$ cat config.mk
export PLATFORM = sky130hd
export DESIGN_NAME = epscp_port
export DESIGN_NICKNAME = d
export VERILOG_FILES = /design/src/rtl/epscp_pkg.sv /design/src/rtl/epscp_fifo.sv /design/src/rtl/epscp_port.sv
export SDC_FILE = /design/constraint.sdc
export NUM_CORES = 1
export LEC_CHECK = 0
export ABC_AREA = 0
export BUFFER_PORTS_ARGS = -buffer_cell sky130_fd_sc_hd__buf_2
export CORE_ASPECT_RATIO = 0.5
export CORE_MARGIN = 3
export CORE_UTILIZATION = 40
export DETAILED_ROUTE_END_ITERATION = 6
export HOLD_SLACK_MARGIN = 0.02
export SLEW_MARGIN = 20
export SYNTH_ARGS = -nofsm -noshare
export SYNTH_HDL_FRONTEND = slang
export SYNTH_SLANG_ARGS = --single-unit
export TNS_END_PERCENT = 30
$ cat constraint.sdc
create_clock -name sys_clk_i -period 5.87 [get_ports sys_clk_i]
set_clock_uncertainty 0.05 [all_clocks]
set_input_delay 0.8805 -clock sys_clk_i [delete_from_list [all_inputs] [get_ports sys_clk_i]]
set_output_delay 0.8805 -clock sys_clk_i [all_outputs]
set_load 0.005 [all_outputs]
$ cat src/rtl/epscp_pkg.sv
// Package with opcodes, defaults and timing constants of the command port.
package epscp_pkg;
  // ****************************************************************
  // Opcodes
  // ****************************************************************
  localparam logic [7:0] OP_PANEL_CONFIG   = 8'h00;
  localparam logic [7:0] OP_SUPPLY_CONFIG  = 8'h01;
  localparam logic [7:0] OP_SUPPLY_OFF     = 8'h02;
  localparam logic [7:0] OP_SUPPLY_ON      = 8'h04;
  localparam logic [7:0] OP_BOOSTER_SS     = 8'h06;
  localparam logic [7:0] OP_DEEP_SLEEP     = 8'h07;
  localparam logic [7:0] OP_FRAME_BEGIN    = 8'h10;
  localparam logic [7:0] OP_FRAME_END      = 8'h11;
  localparam logic [7:0] OP_REFRESH        = 8'h12;
  localparam logic [7:0] OP_AUTO_SEQ       = 8'h17;
  localparam logic [7:0] OP_FRAME_RATE     = 8'h30;
  localparam logic [7:0] OP_TEMP_READ      = 8'h40;
  localparam logic [7:0] OP_TEMP_SELECT    = 8'h41;
  localparam logic [7:0] OP_TEMP_WRITE     = 8'h42;
  localparam logic [7:0] SLEEP_KEY         = 8'hA5;
  // ****************************************************************
  // Reset values
  // ****************************************************************
  localparam logic [7:0] PANEL1_RST        = 8'h0F;
  localparam logic [7:0] PANEL2_RST        = 8'h09;
  localparam logic [7:0] SUPPLY1_RST       = 8'h07;
  localparam logic [5:0] PH_ON_RST         = 6'h02;
  localparam logic [5:0] PH_OFF_RST        = 6'h07;
  localparam logic [2:0] FRAME_RATE_RST    = 3'h2;
  localparam int         PANEL_SOFT_RST_BIT = 0;
  localparam int         PANEL_TABLE_BIT    = 7;
  // ****************************************************************
  // Timing
  // ****************************************************************
  localparam int CLK_MHZ        = 25;
  localparam int I2C_KHZ        = 100;
  localparam int I2C_QTR_CYC    = (CLK_MHZ * 1000) / (I2C_KHZ * 4);
  localparam int OP_TIME_US     = 100;
  localparam int OP_CYC         = OP_TIME_US * CLK_MHZ;
  localparam logic [6:0] SENSOR_ADDR = 7'h48;
  typedef enum logic [1:0] {EPSCP_RX_IDLE, EPSCP_RX_BITS} epscp_rx_t;
endpackage : epscp_pkg

$ cat src/rtl/epscp_fifo.sv
// Synchronous FIFO for image data bytes.
`timescale 1ns/10ps
module epscp_fifo #(
  parameter int WIDTH = 8,
  parameter int DEPTH = 16
) (
  input  wire logic             sys_clk_i,
  input  wire logic             rst_i,
  input  wire logic [WIDTH-1:0] in_data_i,
  input  wire logic             in_valid_i,
  output logic                  in_ready_o,
  output logic [WIDTH-1:0]      out_data_o,
  output logic                  out_valid_o,
  input  wire logic             out_ready_i
);
  localparam int AW = $clog2(DEPTH);
  logic [WIDTH-1:0] mem_q [DEPTH];
  logic [AW:0]      wr_q;
  logic [AW:0]      rd_q;
  wire              full  = (wr_q[AW] != rd_q[AW]) &&
                            (wr_q[AW-1:0] == rd_q[AW-1:0]);
  wire              empty = (wr_q == rd_q);
  wire              push  = in_valid_i && !full;
  wire              pop   = out_ready_i && !empty;
  assign in_ready_o  = !full;
  assign out_valid_o = !empty;
  assign out_data_o  = mem_q[rd_q[AW-1:0]];
  always_ff @(posedge sys_clk_i)
  begin
    if (push)
    begin
      mem_q[wr_q[AW-1:0]] <= in_data_i;
    end
  end
  always_ff @(posedge sys_clk_i)
  begin
    if (rst_i)
    begin
      wr_q <= '0;
      rd_q <= '0;
    end
    else
    begin
      wr_q <= push ? wr_q + 1'b1 : wr_q;
      rd_q <= pop ? rd_q + 1'b1 : rd_q;
    end
  end
endmodule : epscp_fifo

$ cat src/rtl/epscp_port.sv
// Serial command port: byte receiver, decoder, settings, I2C master.
`timescale 1ns/10ps
module epscp_port
  import epscp_pkg::*;
#(
  parameter int OP_CYCLES = OP_CYC
) (
  // Clock and reset
  input  wire logic       sys_clk_i,
  input  wire logic       rst_i,
  input  wire logic       reset_n_i,
  // Host serial port
  input  wire logic       chip_select_low_i,
  input  wire logic       sclk_i,
  input  wire logic       cmd_data_pin_i,
  input  wire logic       sdata_i,
  output logic            sdata_o,
  output logic            sdata_oe_n_o,
  // Sensor I2C pins
  output logic            sensor_i2c_clock_pin_o,
  input  wire logic       sensor_i2c_data_pin_i,
  output logic            sensor_i2c_data_pin_o,
  output logic            sensor_i2c_data_oe_n_o,
  // Image data stream
  output logic [7:0]      image_data_o,
  output logic            image_valid_o,
  input  wire logic       image_ready_i,
  // Status and settings
  output logic            busy_n_o,
  output logic            deep_sleep_o,
  output logic            supply_on_o,
  output logic [7:0]      panel_cfg1_o,
  output logic [7:0]      panel_cfg2_o,
  output logic            table_source_sel_o,
  output logic [3:0]      supply_mode_o,
  output logic [1:0]      gate_voltage_level_o,
  output logic [27:0]     source_levels_o,
  output logic [35:0]     booster_phases_o,
  output logic [2:0]      frame_rate_sel_o,
  output logic [7:0]      auto_code_o,
  output logic            temp_select_o,
  output logic [4:0]      temp_offset_o
);
  // ****************************************************************
  // Input synchronisers
  // ****************************************************************
  logic [4:0] s1_q;
  logic [4:0] s2_q;
  logic       sclk_d1_q;
  always_ff @(posedge sys_clk_i)
  begin
    s1_q      <= {reset_n_i, chip_select_low_i, sclk_i, cmd_data_pin_i,
                  sdata_i};
    s2_q      <= s1_q;
    sclk_d1_q <= s2_q[2];
  end
  wire rst_all  = rst_i || !s2_q[4];
  wire cs_act   = !s2_q[3];
  wire sck_rise = s2_q[2] && !sclk_d1_q;
  wire sck_fall = !s2_q[2] && sclk_d1_q;
  wire dc_lvl   = s2_q[1];
  wire din      = s2_q[0];
  // ****************************************************************
  // Byte receiver and read shifter
  // ****************************************************************
  logic [2:0] bit_q;
  logic [7:0] sh_q;
  logic       byte_stb_q;
  logic [7:0] byte_q;
  logic       byte_dc_q;
  logic       rd_mode_q;
  logic [7:0] rd_sh_q;
  logic [1:0] rd_idx_q;
  logic [2:0] rd_bit_q;
  logic       dflag_q;
  logic [9:0] temp_q;
  // Byte that follows the one now being shifted out.
  wire  [7:0] rd_next = (rd_idx_q == 2'd0) ? {dflag_q, 7'h00} :
                        (rd_idx_q == 2'd1) ? {temp_q[1:0], 6'h00} :
                        8'h00;
  always_ff @(posedge sys_clk_i)
  begin
    if (rst_all || !cs_act)
    begin
      bit_q      <= 3'd0;
      sh_q       <= 8'h00;
      byte_stb_q <= 1'b0;
      byte_q     <= 8'h00;
      byte_dc_q  <= 1'b0;
    end
    else
    begin
      byte_stb_q <= 1'b0;
      // Bits are only taken while the device is not driving the line.
      if (sck_rise && !rd_mode_q)
      begin
        sh_q  <= {sh_q[6:0], din};
        bit_q <= bit_q + 3'd1;
        if (bit_q == 3'd7)
        begin
          byte_stb_q <= 1'b1;
          byte_q     <= {sh_q[6:0], din};
          byte_dc_q  <= dc_lvl;
        end
      end
    end
  end
  // ****************************************************************
  // Decoder state
  // ****************************************************************
  logic [7:0] op_q;
  logic [2:0] pidx_q;
  logic       frame_q;
  wire  is_cmd  = byte_stb_q && !byte_dc_q;
  wire  is_par  = byte_stb_q && byte_dc_q;
  wire  p0 = is_par && pidx_q == 3'd0;
  wire  p1 = is_par && pidx_q == 3'd1;
  wire  p2 = is_par && pidx_q == 3'd2;
  wire  p3 = is_par && pidx_q == 3'd3;
  wire  p4 = is_par && pidx_q == 3'd4;
  wire  p5 = is_par && pidx_q == 3'd5;
  wire  soft_rst = (op_q == OP_PANEL_CONFIG) && p0 &&
                   !byte_q[PANEL_SOFT_RST_BIT];
  wire  wants_read = is_cmd && (byte_q == OP_FRAME_END ||
                                byte_q == OP_TEMP_READ);
  always_ff @(posedge sys_clk_i)
  begin
    if (rst_all || soft_rst)
    begin
      op_q    <= 8'hFF;
      pidx_q  <= 3'd0;
      frame_q <= 1'b0;
    end
    else if (is_cmd)
    begin
      op_q    <= byte_q;
      pidx_q  <= 3'd0;
      frame_q <= (byte_q == OP_FRAME_BEGIN);
    end
    else if (is_par)
    begin
      pidx_q  <= (pidx_q == 3'd7) ? pidx_q : pidx_q + 3'd1;
    end
  end
  // ****************************************************************
  // Read phase: drive on falling edge, host samples on rising
  // ****************************************************************
  always_ff @(posedge sys_clk_i)
  begin
    if (rst_all || !cs_act)
    begin
      rd_mode_q    <= 1'b0;
      rd_sh_q      <= 8'h00;
      rd_idx_q     <= 2'd0;
      rd_bit_q     <= 3'd0;
      sdata_o      <= 1'b0;
      sdata_oe_n_o <= 1'b1;
    end
    else if (wants_read)
    begin
      rd_mode_q <= 1'b1;
      rd_bit_q  <= 3'd0;
      rd_idx_q  <= (byte_q == OP_TEMP_READ) ? 2'd1 : 2'd0;
      // The flag is set by this same opcode, so it reads as one.
      rd_sh_q   <= (byte_q == OP_TEMP_READ) ? temp_q[9:2]
                                            : {1'b1, 7'h00};
    end
    else if (rd_mode_q && sck_fall)
    begin
      sdata_oe_n_o <= 1'b0;
      sdata_o      <= rd_sh_q[7];
      rd_sh_q      <= {rd_sh_q[6:0], 1'b0};
      rd_bit_q     <= rd_bit_q + 3'd1;
      if (rd_bit_q == 3'd7)
      begin
        rd_idx_q <= (rd_idx_q == 2'd1) ? 2'd2 : rd_idx_q;
        rd_sh_q  <= rd_next;
      end
    end
  end
  // ****************************************************************
  // Settings written through opcodes
  // ****************************************************************
  logic [7:0] sup_q [6];
  logic [5:0] ph_q  [6];
  always_ff @(posedge sys_clk_i)
  begin
    if (rst_all || soft_rst)
    begin
      panel_cfg1_o <= PANEL1_RST;
      panel_cfg2_o <= PANEL2_RST;
      frame_rate_sel_o <= FRAME_RATE_RST;
      auto_code_o   <= 8'h00;
      temp_select_o <= 1'b0;
      temp_offset_o <= 5'h00;
    end
    else
    begin
      if (op_q == OP_PANEL_CONFIG && p0)
        panel_cfg1_o <= byte_q;
      if (op_q == OP_PANEL_CONFIG && p1)
        panel_cfg2_o <= byte_q;
      if (op_q == OP_FRAME_RATE && p0)
        frame_rate_sel_o <= byte_q[2:0];
      if (op_q == OP_AUTO_SEQ && p0)
        auto_code_o <= byte_q;
      if (op_q == OP_TEMP_SELECT && p0)
      begin
        temp_select_o <= byte_q[7];
        temp_offset_o <= byte_q[4:0];
      end
    end
  end
  genvar gi;
  generate
    for (gi = 0; gi < 6; gi++)
    begin : g_six
      always_ff @(posedge sys_clk_i)
      begin
        if (rst_all || soft_rst)
        begin
          sup_q[gi] <= (gi == 0) ? SUPPLY1_RST : 8'h00;
          ph_q[gi]  <= (gi % 2 == 1) ? PH_OFF_RST : PH_ON_RST;
        end
        else if (is_par && pidx_q == 3'(gi))
        begin
          if (op_q == OP_SUPPLY_CONFIG)
            sup_q[gi] <= byte_q;
          if (op_q == OP_BOOSTER_SS)
            ph_q[gi] <= byte_q[5:0];
        end
      end
      assign booster_phases_o[gi*6 +: 6] = ph_q[gi];
    end
  endgenerate
  assign supply_mode_o        = sup_q[0][3:0];
  assign gate_voltage_level_o = sup_q[1][1:0];
  assign source_levels_o      = {sup_q[5][6:0], sup_q[4][6:0],
                                 sup_q[3][6:0], sup_q[2][6:0]};
  assign table_source_sel_o   = panel_cfg2_o[PANEL_TABLE_BIT];
  // ****************************************************************
  // Power, sleep, refresh and busy
  // ****************************************************************
  logic [31:0] busy_cnt_q;
  logic        pwr_opt_q;
  logic        vcom_opt_q;
  wire start_op = is_cmd && (byte_q == OP_SUPPLY_ON ||
                  byte_q == OP_SUPPLY_OFF || byte_q == OP_REFRESH);
  always_ff @(posedge sys_clk_i)
  begin
    if (rst_all || soft_rst)
    begin
      supply_on_o  <= 1'b0;
      deep_sleep_o <= 1'b0;
      pwr_opt_q    <= 1'b0;
      vcom_opt_q   <= 1'b0;
      busy_cnt_q   <= '0;
      busy_n_o     <= 1'b1;
      dflag_q      <= 1'b0;
    end
    else
    begin
      if (is_cmd && byte_q == OP_SUPPLY_ON)
        supply_on_o <= 1'b1;
      if (is_cmd && byte_q == OP_SUPPLY_OFF)
        supply_on_o <= 1'b0;
      if (op_q == OP_SUPPLY_OFF && p0)
        pwr_opt_q <= byte_q[0];
      if (op_q == OP_REFRESH && p0)
        vcom_opt_q <= byte_q[0];
      if (op_q == OP_DEEP_SLEEP && p0 && byte_q == SLEEP_KEY)
        deep_sleep_o <= 1'b1;
      if (is_cmd && byte_q == OP_FRAME_END)
        dflag_q <= 1'b1;
      else if (is_cmd && byte_q == OP_FRAME_BEGIN)
        dflag_q <= 1'b0;
      if (start_op)
      begin
        busy_cnt_q <= 32'(OP_CYCLES);
        busy_n_o   <= 1'b0;
      end
      else if (busy_cnt_q != '0)
      begin
        busy_cnt_q <= busy_cnt_q - 32'd1;
        busy_n_o   <= (busy_cnt_q == 32'd1);
      end
    end
  end
  // ****************************************************************
  // Image data path
  // ****************************************************************
  logic fifo_in_ready;
  epscp_fifo #(.WIDTH(8), .DEPTH(16)) u_fifo (
    .sys_clk_i   (sys_clk_i),
    .rst_i       (rst_all),
    .in_data_i   (byte_q),
    .in_valid_i  (frame_q && is_par),
    .in_ready_o  (fifo_in_ready),
    .out_data_o  (image_data_o),
    .out_valid_o (image_valid_o),
    .out_ready_i (image_ready_i)
  );
  // ****************************************************************
  // Sensor I2C master: write 3 bytes, or read 2 bytes
  // ****************************************************************
  logic [7:0] tsw_q [3];
  logic [2:0] i2c_byte_q;
  logic [3:0] i2c_bit_q;
  logic [1:0] i2c_ph_q;
  logic [9:0] i2c_div_q;
  logic       i2c_act_q;
  logic       i2c_rd_q;
  logic [8:0] i2c_sh_q;
  logic [15:0] i2c_rx_q;
  wire        i2c_tick = (i2c_div_q == 10'(I2C_QTR_CYC - 1));
  wire [2:0]  i2c_last = i2c_rd_q ? 3'd2 : 3'd3;
  wire [7:0]  i2c_tx   = (i2c_byte_q == 3'd0) ? {SENSOR_ADDR, i2c_rd_q} :
                         i2c_rd_q ? 8'hFF : tsw_q[2'(i2c_byte_q - 3'd1)];
  wire        ack_bit  = i2c_rd_q && i2c_byte_q == 3'd1;
  wire        i2c_go_w = op_q == OP_TEMP_WRITE && p2;
  wire        i2c_go_r = is_cmd && byte_q == OP_TEMP_READ;
  // Sensor data line passes its own two-stage synchroniser.
  logic i2c_s1_q;
  logic i2c_sda_s;
  always_ff @(posedge sys_clk_i)
  begin
    i2c_s1_q  <= sensor_i2c_data_pin_i;
    i2c_sda_s <= i2c_s1_q;
  end
  always_ff @(posedge sys_clk_i)
  begin
    if (rst_all)
    begin
      tsw_q[0] <= 8'h00;
      tsw_q[1] <= 8'h00;
      tsw_q[2] <= 8'h00;
      i2c_act_q <= 1'b0;
      i2c_rd_q  <= 1'b0;
      i2c_div_q <= '0;
      i2c_ph_q  <= '0;
      i2c_bit_q <= '0;
      i2c_byte_q <= '0;
      i2c_sh_q  <= '1;
      i2c_rx_q  <= '0;
      temp_q    <= '0;
      sensor_i2c_clock_pin_o <= 1'b1;
      sensor_i2c_data_pin_o  <= 1'b0;
      sensor_i2c_data_oe_n_o <= 1'b1;
    end
    else if (!i2c_act_q)
    begin
      if (op_q == OP_TEMP_WRITE && is_par && pidx_q < 3'd3)
        tsw_q[2'(pidx_q)] <= byte_q;
      if (i2c_go_w || i2c_go_r)
      begin
        i2c_act_q <= 1'b1;
        i2c_rd_q  <= i2c_go_r;
        i2c_byte_q <= 3'd0;
        i2c_bit_q <= 4'd0;
        i2c_ph_q  <= 2'd0;
        sensor_i2c_data_oe_n_o <= 1'b0;                      // Start.
      end
    end
    else
    begin
      i2c_div_q <= i2c_tick ? '0 : i2c_div_q + 10'd1;
      if (i2c_tick)
      begin
        i2c_ph_q <= i2c_ph_q + 2'd1;
        case (i2c_ph_q)
          2'd0: sensor_i2c_clock_pin_o <= 1'b0;
          2'd1:
          begin
            // Data changes while clock is low; the ninth bit is ack.
            if (i2c_byte_q > i2c_last)
              sensor_i2c_data_oe_n_o <= 1'b0;
            else if (i2c_bit_q < 4'd8)
              sensor_i2c_data_oe_n_o <= i2c_rd_q && i2c_byte_q != 3'd0
                                        ? 1'b1 : i2c_tx[3'd7 - i2c_bit_q[2:0]];
            else
              sensor_i2c_data_oe_n_o <= !ack_bit;
          end
          2'd2:
          begin
            sensor_i2c_clock_pin_o <= 1'b1;
            if (i2c_rd_q && i2c_byte_q != 3'd0 && i2c_bit_q < 4'd8)
              i2c_rx_q <= {i2c_rx_q[14:0], i2c_sda_s};
          end
          default:
          begin
            if (i2c_byte_q > i2c_last)
            begin
              sensor_i2c_data_oe_n_o <= 1'b1;                // Stop.
              i2c_act_q <= 1'b0;
              if (i2c_rd_q)
                temp_q <= i2c_rx_q[15:6];
            end
            else if (i2c_bit_q == 4'd8)
            begin
              i2c_bit_q  <= 4'd0;
              i2c_byte_q <= i2c_byte_q + 3'd1;
            end
            else
              i2c_bit_q <= i2c_bit_q + 4'd1;
          end
        endcase
      end
    end
  end
endmodule : epscp_port

==> summary.md, run 1 <==
| Metric | Value |
|---|---|
| Outcome | completed |
| Number of synthesized flops with an enable pin | 230 |
| Nets | between 1500 and 2000 |
| Max Cap Viol | 0 |
| Sequential cell area | about 0.011 sq mm |
| Post-DR wirelength/cell | 19.6 microns |
| Detailed placement HPWL | between 20000 and 30000 microns |
| Row Count | 53 |
| Worst-path clk slew | about 0.06 ns |
| Drt drc | 0 |
| FFs w/ async S/R, synth | 0% |
| Fillers | 3744 |
| Initial DRC Count | between 700 and 800 |
| Clk sink count | 423 |
| Starting Density | 41.0% |
| Tot GR Track Use | around 18% |
| RSZ-0062 raised after global routing | false |
| Total CTS buffers | 41 |
| Leak | between 6 and 7 nW |
| Final setup viols | 0 |
| R2r setup slk | ~2.1 ns |
| Worst-path maximum fanout | 27 |
| Post-route design area | 0.0198 sq mm |
| Worst hold path class | flip-flop to flip-flop |
| Max Root-Sink Buffers | 3 |
| Post-Synthesis Cells | around 1400 |
| Routed WL | ~41000 microns |
| Die Width | about 300 microns |
| Core Area | around 0.043 sq mm |
| First-pass GRT wire length | approximately 65000 microns |
| ANT nets after route | 0 |
| Fin crit share | 64.5% |
| DR pass1 iterations | 5 |
| Synthesized area per cell | roughly 12 sq um |
| Multi-input gate area | around 0.0063 sq mm |
| Library cells used by synthesis | 69 |
| Via count | between 10000 and 15000 |
| Pins Over Slew Limit | 0 |
| PwrDens | about 290 mW/mm^2 |
| Syn nets | 1438 |
| YS warnings | 0 |
| CTS tree | yes |
| I/O Buffers | approximately 130 |
| Top cells by area, synth | edfxtp_1 40%, dfxtp_1 22%, mux4_2 5.9%, mux2i_1 4.6%, nor2_1 3.2% |
| Post_cts resized | 0 |
| Least-Margin Pin Slew | 1.09 ns |
| Inserted Diodes | 0 |
| Fin cells | approximately 2100 |
| Area of the mapped netlist | ~0.017 sq mm |
| Hold buffers post-CTS | 0 |
| Worst rel slew slack | 27.1% |
| Seq/Total Area, Yosys | between 60% and 70% |
| Cells after DPL | ~2000 |
| Worst path required time | around 6.2 ns |
| Vias in the first global route | between 10000 and 15000 |
| Register bit total from synthesis | 423 |
| Die H | 154 microns |
| Worst setup EP type | flip-flop |
| Largest net degree at the start of global routing | 52 |
| Leading area contributor after synthesis | edfxtp_1 |
| Die area | between 0.04 and 0.05 sq mm |
| Clock root cell | clkbuf_16 |
| Min Tclk post-route | roughly 3.8 ns |
| # IOs | between 100 and 150 |
| CP Launch Type | flip-flop |
| Initial antenna violation count | 0 |
| Via density | between 5 and 6 |
| Clk_lat worst skew | ~0.55 ns |
| Layout cell share with drive strength beyond 1 | a little under a fifth |
| Crit path DAT | roughly 4.1 ns |
| TNS Setup | 0 ns |
| Fmax | roughly 260 MHz |
| GRT Residual Overflow | 0 |
| Syn-to-layout area delta | 13.9% |
| Main flop type after synthesis | edfxtp_1 |
| Dpl cell area | approximately 0.019 sq mm |
| Hold Vio Cnt, Final | 0 |
| Setup Buffers After CTS | 0 |
| Top cell type's share of synthesized area | 39.6% |
| GP Congestion | ~0.85 |
| Critical setup path kind | flip-flop to flip-flop |
| Peak supply drop | 0.180 mV |
| CTS H-Tree Depth | 2 |
[cells in the final DEF, fill, tap and decap left out, types with 14 or more instances in the layout]
master	synthesis	layout
nand3_1	26	26
and2_1	58	58
nand4_1	15	15
xnor2_1	14	14
nor4_1	15	14
mux2i_1	80	80
nand2_1	110	110
o31ai_1	15	15
or4_1	16	16
and3_1	27	27
inv_1	23	24
dfxtp_1	193	190
or3_1	24	24
clkbuf_16	0	42
buf_4	2	17
buf_2	4	128
ha_1	27	27
a21oi_1	48	48
nor3_1	33	32
o21ai_0	28	25
edfxtp_1	230	230
nor2_1	149	149
mux4_2	46	46
[path summary, 6_finish.rpt]
path | depth (start not counted) | to | from
max reg2reg | 5 | sup_q[2][11] | byte_q[0]
max | 5 | sup_q[2][11] | byte_q[0]
min | 0 | s2_q[4] | s1_q[4]
min reg2reg | 0 | s2_q[4] | s1_q[4]
[sequential cells by signal (all words and copies together) (netlist names), 8 cells and up, named ones only]
register and count:
auto_code_o 8, busy_cnt_q 32, byte_q 8, i2c_div_q 10, i2c_rx_q 16, op_q 8, panel_cfg1_o 8, panel_cfg2_o 8
ph_q 36, rd_sh_q 8, sup_q 34, temp_q 10, tsw_q 32, u_fifo.mem_q 128
[synth_stat cells (6+ instances only)]
cell type    n
o31ai_1     15
a31oi_1      8
mux4_2      46
ha_1        27
nand3_1     26
nor4_1      15
o211ai_1    10
dfxtp_1    193
or4_1       16
or3_1       24
a21oi_1     48
edfxtp_1   230
inv_1       23
xor2_1       7
nand2_1    110
clkbuf_1    61
o21ai_0     28
nand4_1     15
buf_1       12
and3_1      27
xnor2_1     14
nor2_1     149
or2_2        6
nand3b_1     7
o41ai_1      7
nand2b_1    11
mux2i_1     80
nor3_1      33
and2_1      58
nor2b_1      9
a221oi_1     7
[layer usage]
metal / up-vias / global-route usage [%] / routed length, microns
met2: 284 / 29.4 / 19700
met4: 0 / 5.11 / 901
met1: 5756 / 24.1 / 18900
met3: 65 / 3.16 / 1900
met5: - / 0 / 0
li1: 5385 / - / -
[cell families after synthesis]
family	Yosys count	synth area share, %
compound gates	156	5.90
xor+xnor	21	1.06
fa+ha+maj	27	1.94
buf+inv	106	2.53
flops	423	61.8
mux	129	10.7
other cells	1	0.0215
simple gates	539	16.0
[report_power, final]
| part | leakage [nW] | switching [mW] | total, mW | internal, mW |
|---|---|---|---|---|
| registers | 3.58 | 0.0134 | 3.14 | 3.13 |
| logic | 2.57 | 0.0526 | 0.0767 | 0.0241 |
| clock network | 0.619 | 1.12 | 2.51 | 1.39 |
| total | 6.77 | 1.18 | 5.73 | 4.54 |
[per-stage QoR]
stage	utilization [%]	total power [mW]	setup slack (ns)	hold WS (ns)
global route	46.7	5.90	1.67	0.264
CTS	46.7	5.77	2.08	0.261
detailed placement	43.8	3.29	2.11	0.262
finish	46.7	5.73	2.09	0.270
floorplan	-	3.24	2.86	0.260
global placement	43.7	3.28	2.23	0.260
[critical path, cell delays in order (launching register included)]
cell and delay [ns]:
dfxtp_1 0.96, inv_1 0.70, a41oi_2 0.75, nand3_1 0.54
nor2_1 0.41, and2_1 0.19
[layout make-up]
class	instances	share of cell area, %
multi-input combinational	873	31.5
clock inverter	18	0.612
clock buffer	54	5.62
tap	577	3.64
sequential	423	54.3
inverter	23	0.435
timing repair buffer	145	3.87
No activity file was read; power rests on OpenSTA's default activity.
==> run 2, diff against run 1 <==
==> constraint.sdc (replaced) <==
create_clock -name sys_clk_i -period 3.2 [get_ports sys_clk_i]
set_clock_uncertainty 0.05 [all_clocks]
set_input_delay 0.48 -clock sys_clk_i [delete_from_list [all_inputs] [get_ports sys_clk_i]]
set_output_delay 0.48 -clock sys_clk_i [all_outputs]
set_load 0.005 [all_outputs]
==> run 2 against run 1 <==
  * Critical path depth is 1 lower
  * Sequential power up 83%
  * Via count is 0.48% higher
  * Global-route usage is 0.20 points lower
  * Flip-flop and latch count unchanged
  * Highest routed layer unchanged
  * First-iteration DRC count up 19%
  * Power is 91% higher
  * Critical endpoint is now image_data_o[1]
  * Critical path type is now flip-flop to primary output
  * Utilization rose by 1.0 points
  * Sequential share of layout area fell by 1.2 points
==> summary.md, run 2 (same netlist as run 1, synthesis figures left out) <==
| Metric | Value |
|---|---|
| Outcome | completed |
| Drt drc | 0 |
| Largest net degree at the start of global routing | slightly above 50 |
| Fillers | approximately 3700 |
| Worst hold path class | flip-flop to flip-flop |
| GP Congestion | 0.832 |
| # IOs | 130 |
| Fin crit share | 91.0% |
| Starting Density | 41.0% |
| TNS Setup | 0 ns |
| I/O Buffers | ~130 |
| Max Cap Viol | 0 |
| Core Area | 0.0425 sq mm |
| GRT Residual Overflow | 0 |
| DR pass1 iterations | 5 |
| ANT nets after route | 0 |
| RSZ-0062 raised after global routing | false |
| Max Root-Sink Buffers | 3 |
| Internal power | ~8.8 mW |
| CTS tree | yes |
| Layout cell share with drive strength beyond 1 | between 20% and 30% |
| Max FFs per register | between 100 and 150 |
| CP delay by family, top | multiplexers |
| Hold buffers post-CTS | 6 |
| Clk pwr share | 46.0% |
| Post_cts resized | 0 |
| Clk sink count | approximately 420 |
| Switching share of power | roughly a fifth |
| Initial DRC Count | 915 |
| Crit-path max cell delay | 0.57 ns |
| Fmax | ~340 MHz |
| Total power | about 11 mW |
| First-pass GRT wire length | roughly 64000 microns |
| Die H | between 150 and 200 microns |
| Hold Vio Cnt, Final | 0 |
| Crit path DAT | roughly 2.4 ns |
| Die Width | ~300 microns |
| R2r setup slk | between 0.4 and 0.5 ns |
| Setup Buffers After CTS | 0 |
| Die area | 0.0462 sq mm |
| Worst path required time | roughly 2.7 ns |
| Row Count | 53 |
| Post-DR wirelength/cell | around 19 microns |
| Final setup viols | 0 |
| Worst-path maximum fanout | 32 |
| Min Tclk post-route | between 2 and 3 ns |
| Vias in the first global route | 11500 |
| Post-route design area | 0.0203 sq mm |
| CP max-delay cell | mux4_2 |
| PwrDens | between 500 and 600 mW/mm^2 |
| Inserted Diodes | 0 |
| Leak | roughly 7.0 nW |
| Clock root cell | clkbuf_16 |
| Buf/Inv on CP | 2 |
| Comb pwr share | 1.4% |
| Dpl cell area | 0.0188 sq mm |
| Clk_lat worst skew | ~0.54 ns |
| Tot GR Track Use | ~18% |
| Worst-path clk slew | roughly 0.070 ns |
| Most frequent cells in the layout | 230 x edfxtp_1, 192 x dfxtp_1, 149 x nor2_1 |
| Sequential cell area | about 0.011 sq mm |
| CP Launch Type | flip-flop |
| Critical setup path kind | flip-flop to primary output |
| Share of power burned in registers | between 50% and 60% |
| Pins Over Slew Limit | 0 |
| Worst rel slew slack | about a third |
| Detailed placement HPWL | around 27000 microns |
| Least-Margin Pin Slew | between 0.9 and 1 ns |
| CP cell instances | buf_12 > mux4_2 > mux4_2 > buf_2 |
| Commonest non-fill, non-tap cell in the layout | edfxtp_1 |
| Via density | about 5.4 |
| Via count | between 10000 and 15000 |
| Nets | about 1600 |
| Top cell by count, worst path | mux4_2 |
| Peak supply drop | slightly above 0.4 mV |
| CTS H-Tree Depth | 2 |
| Routed WL | 40900 microns |
| Syn-to-layout area delta | 16.4% |
| Initial antenna violation count | 0 |
| Total CTS buffers | 39 |
| Multi-input gate area | just over 0.006 sq mm |
| Worst setup EP type | primary output |
| Switching pwr | ~2.2 mW |
[run 2: changes by cell type in the layout (fill, tap and decap cells not counted), sizes merged]
cell	delta
bufinv	+6
inv	-4
dlygate4sd3	+6
clkbuf	-6
buf	+30
clkinv	-4
clkinvlp	+7
[run 2: worst reg2reg max path, stage by stage, from the launching register on]
cell	delay, ns
dfxtp_1	0.40
inv_1	0.12
ha_1	0.23
and4b_1	0.34
a41oi_2	0.49
nand3_1	0.50
nor2_1	0.36
and2_1	0.17
[run 2: cell type report]
type / count / area share, %
Timing Repair Buffer: 181 / 5.26
Tap cell: 577 / 3.56
Multi-Input combinational cell: 873 / 30.8
Clock inverter: 23 / 1.53
Inverter: 23 / 0.426
Sequential cell: 423 / 53.1
Clock buffer: 48 / 5.34
[run 2: worst paths after layout]
check | startpoint | to | cells past startpoint
setup / recovery | flip-flop | image_data_o[1] | 4
hold / removal | s1_q[0] | s2_q[0] | 0
setup reg to reg | pidx_q[0] | sup_q[2][14] | 7
hold reg to reg | s1_q[0] | s2_q[0] | 0
[run 2: per-layer routing]
layer	up-vias	track usage, %	share of wire [%]
met3	71	3.03	4.6
met2	271	30.3	50
met1	5745	23.0	44
li1	5458	-	-
met4	0	4.49	2.1
met5	-	0	0
[run 2: power by group through the flow]
| stage | registers, mW | clock network (mW) | logic [mW] |
|---|---|---|---|
| final | 5.76 | 5.03 | 0.151 |
| after global routing | 5.77 | 5.36 | 0.165 |
| after CTS | 5.77 | 5.14 | 0.154 |
| after detailed placement | 5.89 | 0 | 0.147 |
| after global placement | 5.89 | 0 | 0.144 |
| after floorplan | 5.88 | 0 | 0.0679 |
[run 2: stage by stage]
stage	worst slack [ns]	util, %	hold slack (ns)	instances
global placement	0.509	44.3	0.266	2071
global route	0.132	47.7	0.293	2148
detailed placement	0.382	44.3	0.263	2071
finish	0.288	47.7	0.278	2148
floorplan	0.312	-	0.260	1402
CTS	0.225	47.7	0.279	2148
==> run 3, diff against run 2 <==
--- a/config.mk
+++ b/config.mk
@@ -12,6 +12,7 @@
 export CORE_UTILIZATION = 40
 export DETAILED_ROUTE_END_ITERATION = 6
 export HOLD_SLACK_MARGIN = 0.02
+export MAX_ROUTING_LAYER = met4
 export SLEW_MARGIN = 20
 export SYNTH_ARGS = -nofsm -noshare
 export SYNTH_HDL_FRONTEND = slang
==> run 3 against run 2 <==
  * Final cell count did not move
  * Sequential power barely moved
  * Combinational power barely moved
  * First-iteration DRC count fell by 0.33%
  * Via count rose by 0.45%
  * Flip-flop and latch count did not move
  * Critical path depth did not move
  * Power barely moved
  * Die area did not move
==> summary.md, run 3 (same netlist as run 1, synthesis figures left out) <==
| Metric | Value |
|---|---|
| Outcome | completed |
| Share of power burned in registers | 52.6% |
| Setup Buffers After CTS | 0 |
| Die area | 0.0462 sq mm |
| Via count | about 12000 |
| Nets | approximately 1600 |
| Max Cap Viol | 0 |
| Internal power | just under 9 mW |
| CP max-delay cell | mux4_2 |
| First-pass GRT wire length | about 64000 microns |
| Worst setup EP type | primary output |
| Worst-path clk slew | roughly 0.07 ns |
| Drt drc | 0 |
| Worst hold path class | flip-flop to flip-flop |
| GP Congestion | ~0.84 |
| CTS H-Tree Depth | 2 |
| Initial antenna violation count | 0 |
| Crit path DAT | ~2.4 ns |
| Fin crit share | roughly nine tenths |
| Worst path required time | ~2.7 ns |
| Leak | 6.99 nW |
| Clock root cell | clkbuf_16 |
| Post-DR wirelength/cell | approximately 19 microns |
| Switching share of power | a little under 20% |
| Fmax | 343 MHz |
| Tot GR Track Use | 18.1% |
| Clk_lat worst skew | 0.54 ns |
| Peak supply drop | a little over 0.4 mV |
| Die Width | 301 microns |
| Comb pwr share | ~1.4% |
| Final Util | approximately 48% |
| CP Launch Type | flip-flop |
| Top cell by count, worst path | mux4_2 |
| Initial DRC Count | roughly 900 |
| Switching pwr | approximately 2.2 mW |
| GRT Residual Overflow | 0 |
| Inserted Diodes | 0 |
| Worst-path maximum fanout | 32 |
| Hold Vio Cnt, Final | 0 |
| Starting Density | approximately two fifths |
| Fin cells | between 2000 and 2500 |
| # IOs | 130 |
| Hold_ws | 0.278 ns |
| Routed WL | roughly 41000 microns |
| Clk sink count | approximately 420 |
| Most frequent cells in the layout | 230 x edfxtp_1, 192 x dfxtp_1, 149 x nor2_1 |
| Syn-to-layout area delta | 16.4% |
| Commonest non-fill, non-tap cell in the layout | edfxtp_1 |
| Detailed placement HPWL | approximately 27000 microns |
| Die H | 154 microns |
| I/O Buffers | roughly 130 |
| Min Tclk post-route | about 2.9 ns |
| DR pass1 iterations | 5 |
| Clk pwr share | between 40% and 50% |
| CP cell instances | buf_12 > mux4_2 > mux4_2 > buf_2 |
| Core Area | roughly 0.043 sq mm |
| Post-route design area | between 0.02 and 0.025 sq mm |
| RSZ-0062 raised after global routing | false |
| ANT nets after route | 0 |
| Cells after DPL | approximately 2100 |
| Final setup viols | 0 |
| TNS Setup | 0 ns |
| R2r setup slk | around 0.4 ns |
| PwrDens | roughly 540 mW/mm^2 |
| Total power | ~11 mW |
| Layout cell share with drive strength beyond 1 | approximately a fifth |
| Via density | between 5 and 6 |
| CTS tree | yes |
| Largest net degree at the start of global routing | a little over 50 |
| Pre-CTS WS | around 0.38 ns |
| Vias in the first global route | 11400 |
| Crit-path max cell delay | between 0.5 and 0.6 ns |
| Final setup margin | ~0.29 ns |
| Pins Over Slew Limit | 0 |
| Least-Margin Pin Slew | 0.967 ns |
| Critical setup path kind | flip-flop to primary output |
| Total CTS buffers | 39 |
| Row Count | between 50 and 60 |
| Max FFs per register | ~130 |
| Worst rel slew slack | between 30% and 40% |
| Max Root-Sink Buffers | 3 |
| Dpl cell area | 0.0188 sq mm |
## run 3: cell counts in the layout (fill, tap and decap cells not counted)
Identical to the previous run, type by type.
## run 3: worst max-delay path, delay by kind of cell, from the launching register on
family / cells / cell delay (ns)
flip-flops: 1 / 0.34
buffers and inverters: 2 / 0.42
multiplexers: 2 / 1.07
## run 3: worst paths after layout
path                            cells after the start               to  startpoint
worst min register to register                      0          s2_q[0]     s1_q[0]
worst max register to register                      7     sup_q[2][14]   pidx_q[0]
worst max-delay path                                4  image_data_o[0]   flip-flop
worst min-delay path                                0          s2_q[0]     s1_q[0]
## run 3: what timing repair did
item / CTS / global route
endpoints found under the setup margin: 0 / 0
hold buffers: 6 / 0
endpoints found under the hold margin: 6 / 0
resized for setup: 0 / 0
## run 3: final cells by class
type | instances | area, sq um
clock inverters | 23 | 310
clock buffers | 48 | 1080
fillers | 3749 | 22200
inverters | 23 | 86.3
well taps | 577 | 722
repair buffers | 181 | 1070
multi-input cells | 873 | 6240
flip-flops and latches | 423 | 10800
## run 3: per-layer routing
layer	vias up	wire length [microns]	track usage [%]
met5	-	0	-
met1	5767	17700	23.1
met3	71	1870	2.85
met2	299	20400	30.3
li1	5460	-	-
met4	0	853	4.42
## run 3: power by group through the flow
| stage | clock network, mW | registers [mW] | logic [mW] |
|---|---|---|---|
| final | 5.04 | 5.76 | 0.151 |
| after CTS | 5.14 | 5.77 | 0.154 |
| after detailed placement | 0 | 5.89 | 0.147 |
| after global routing | 5.36 | 5.77 | 0.165 |
| after global placement | 0 | 5.89 | 0.144 |
| after floorplan | 0 | 5.88 | 0.0679 |
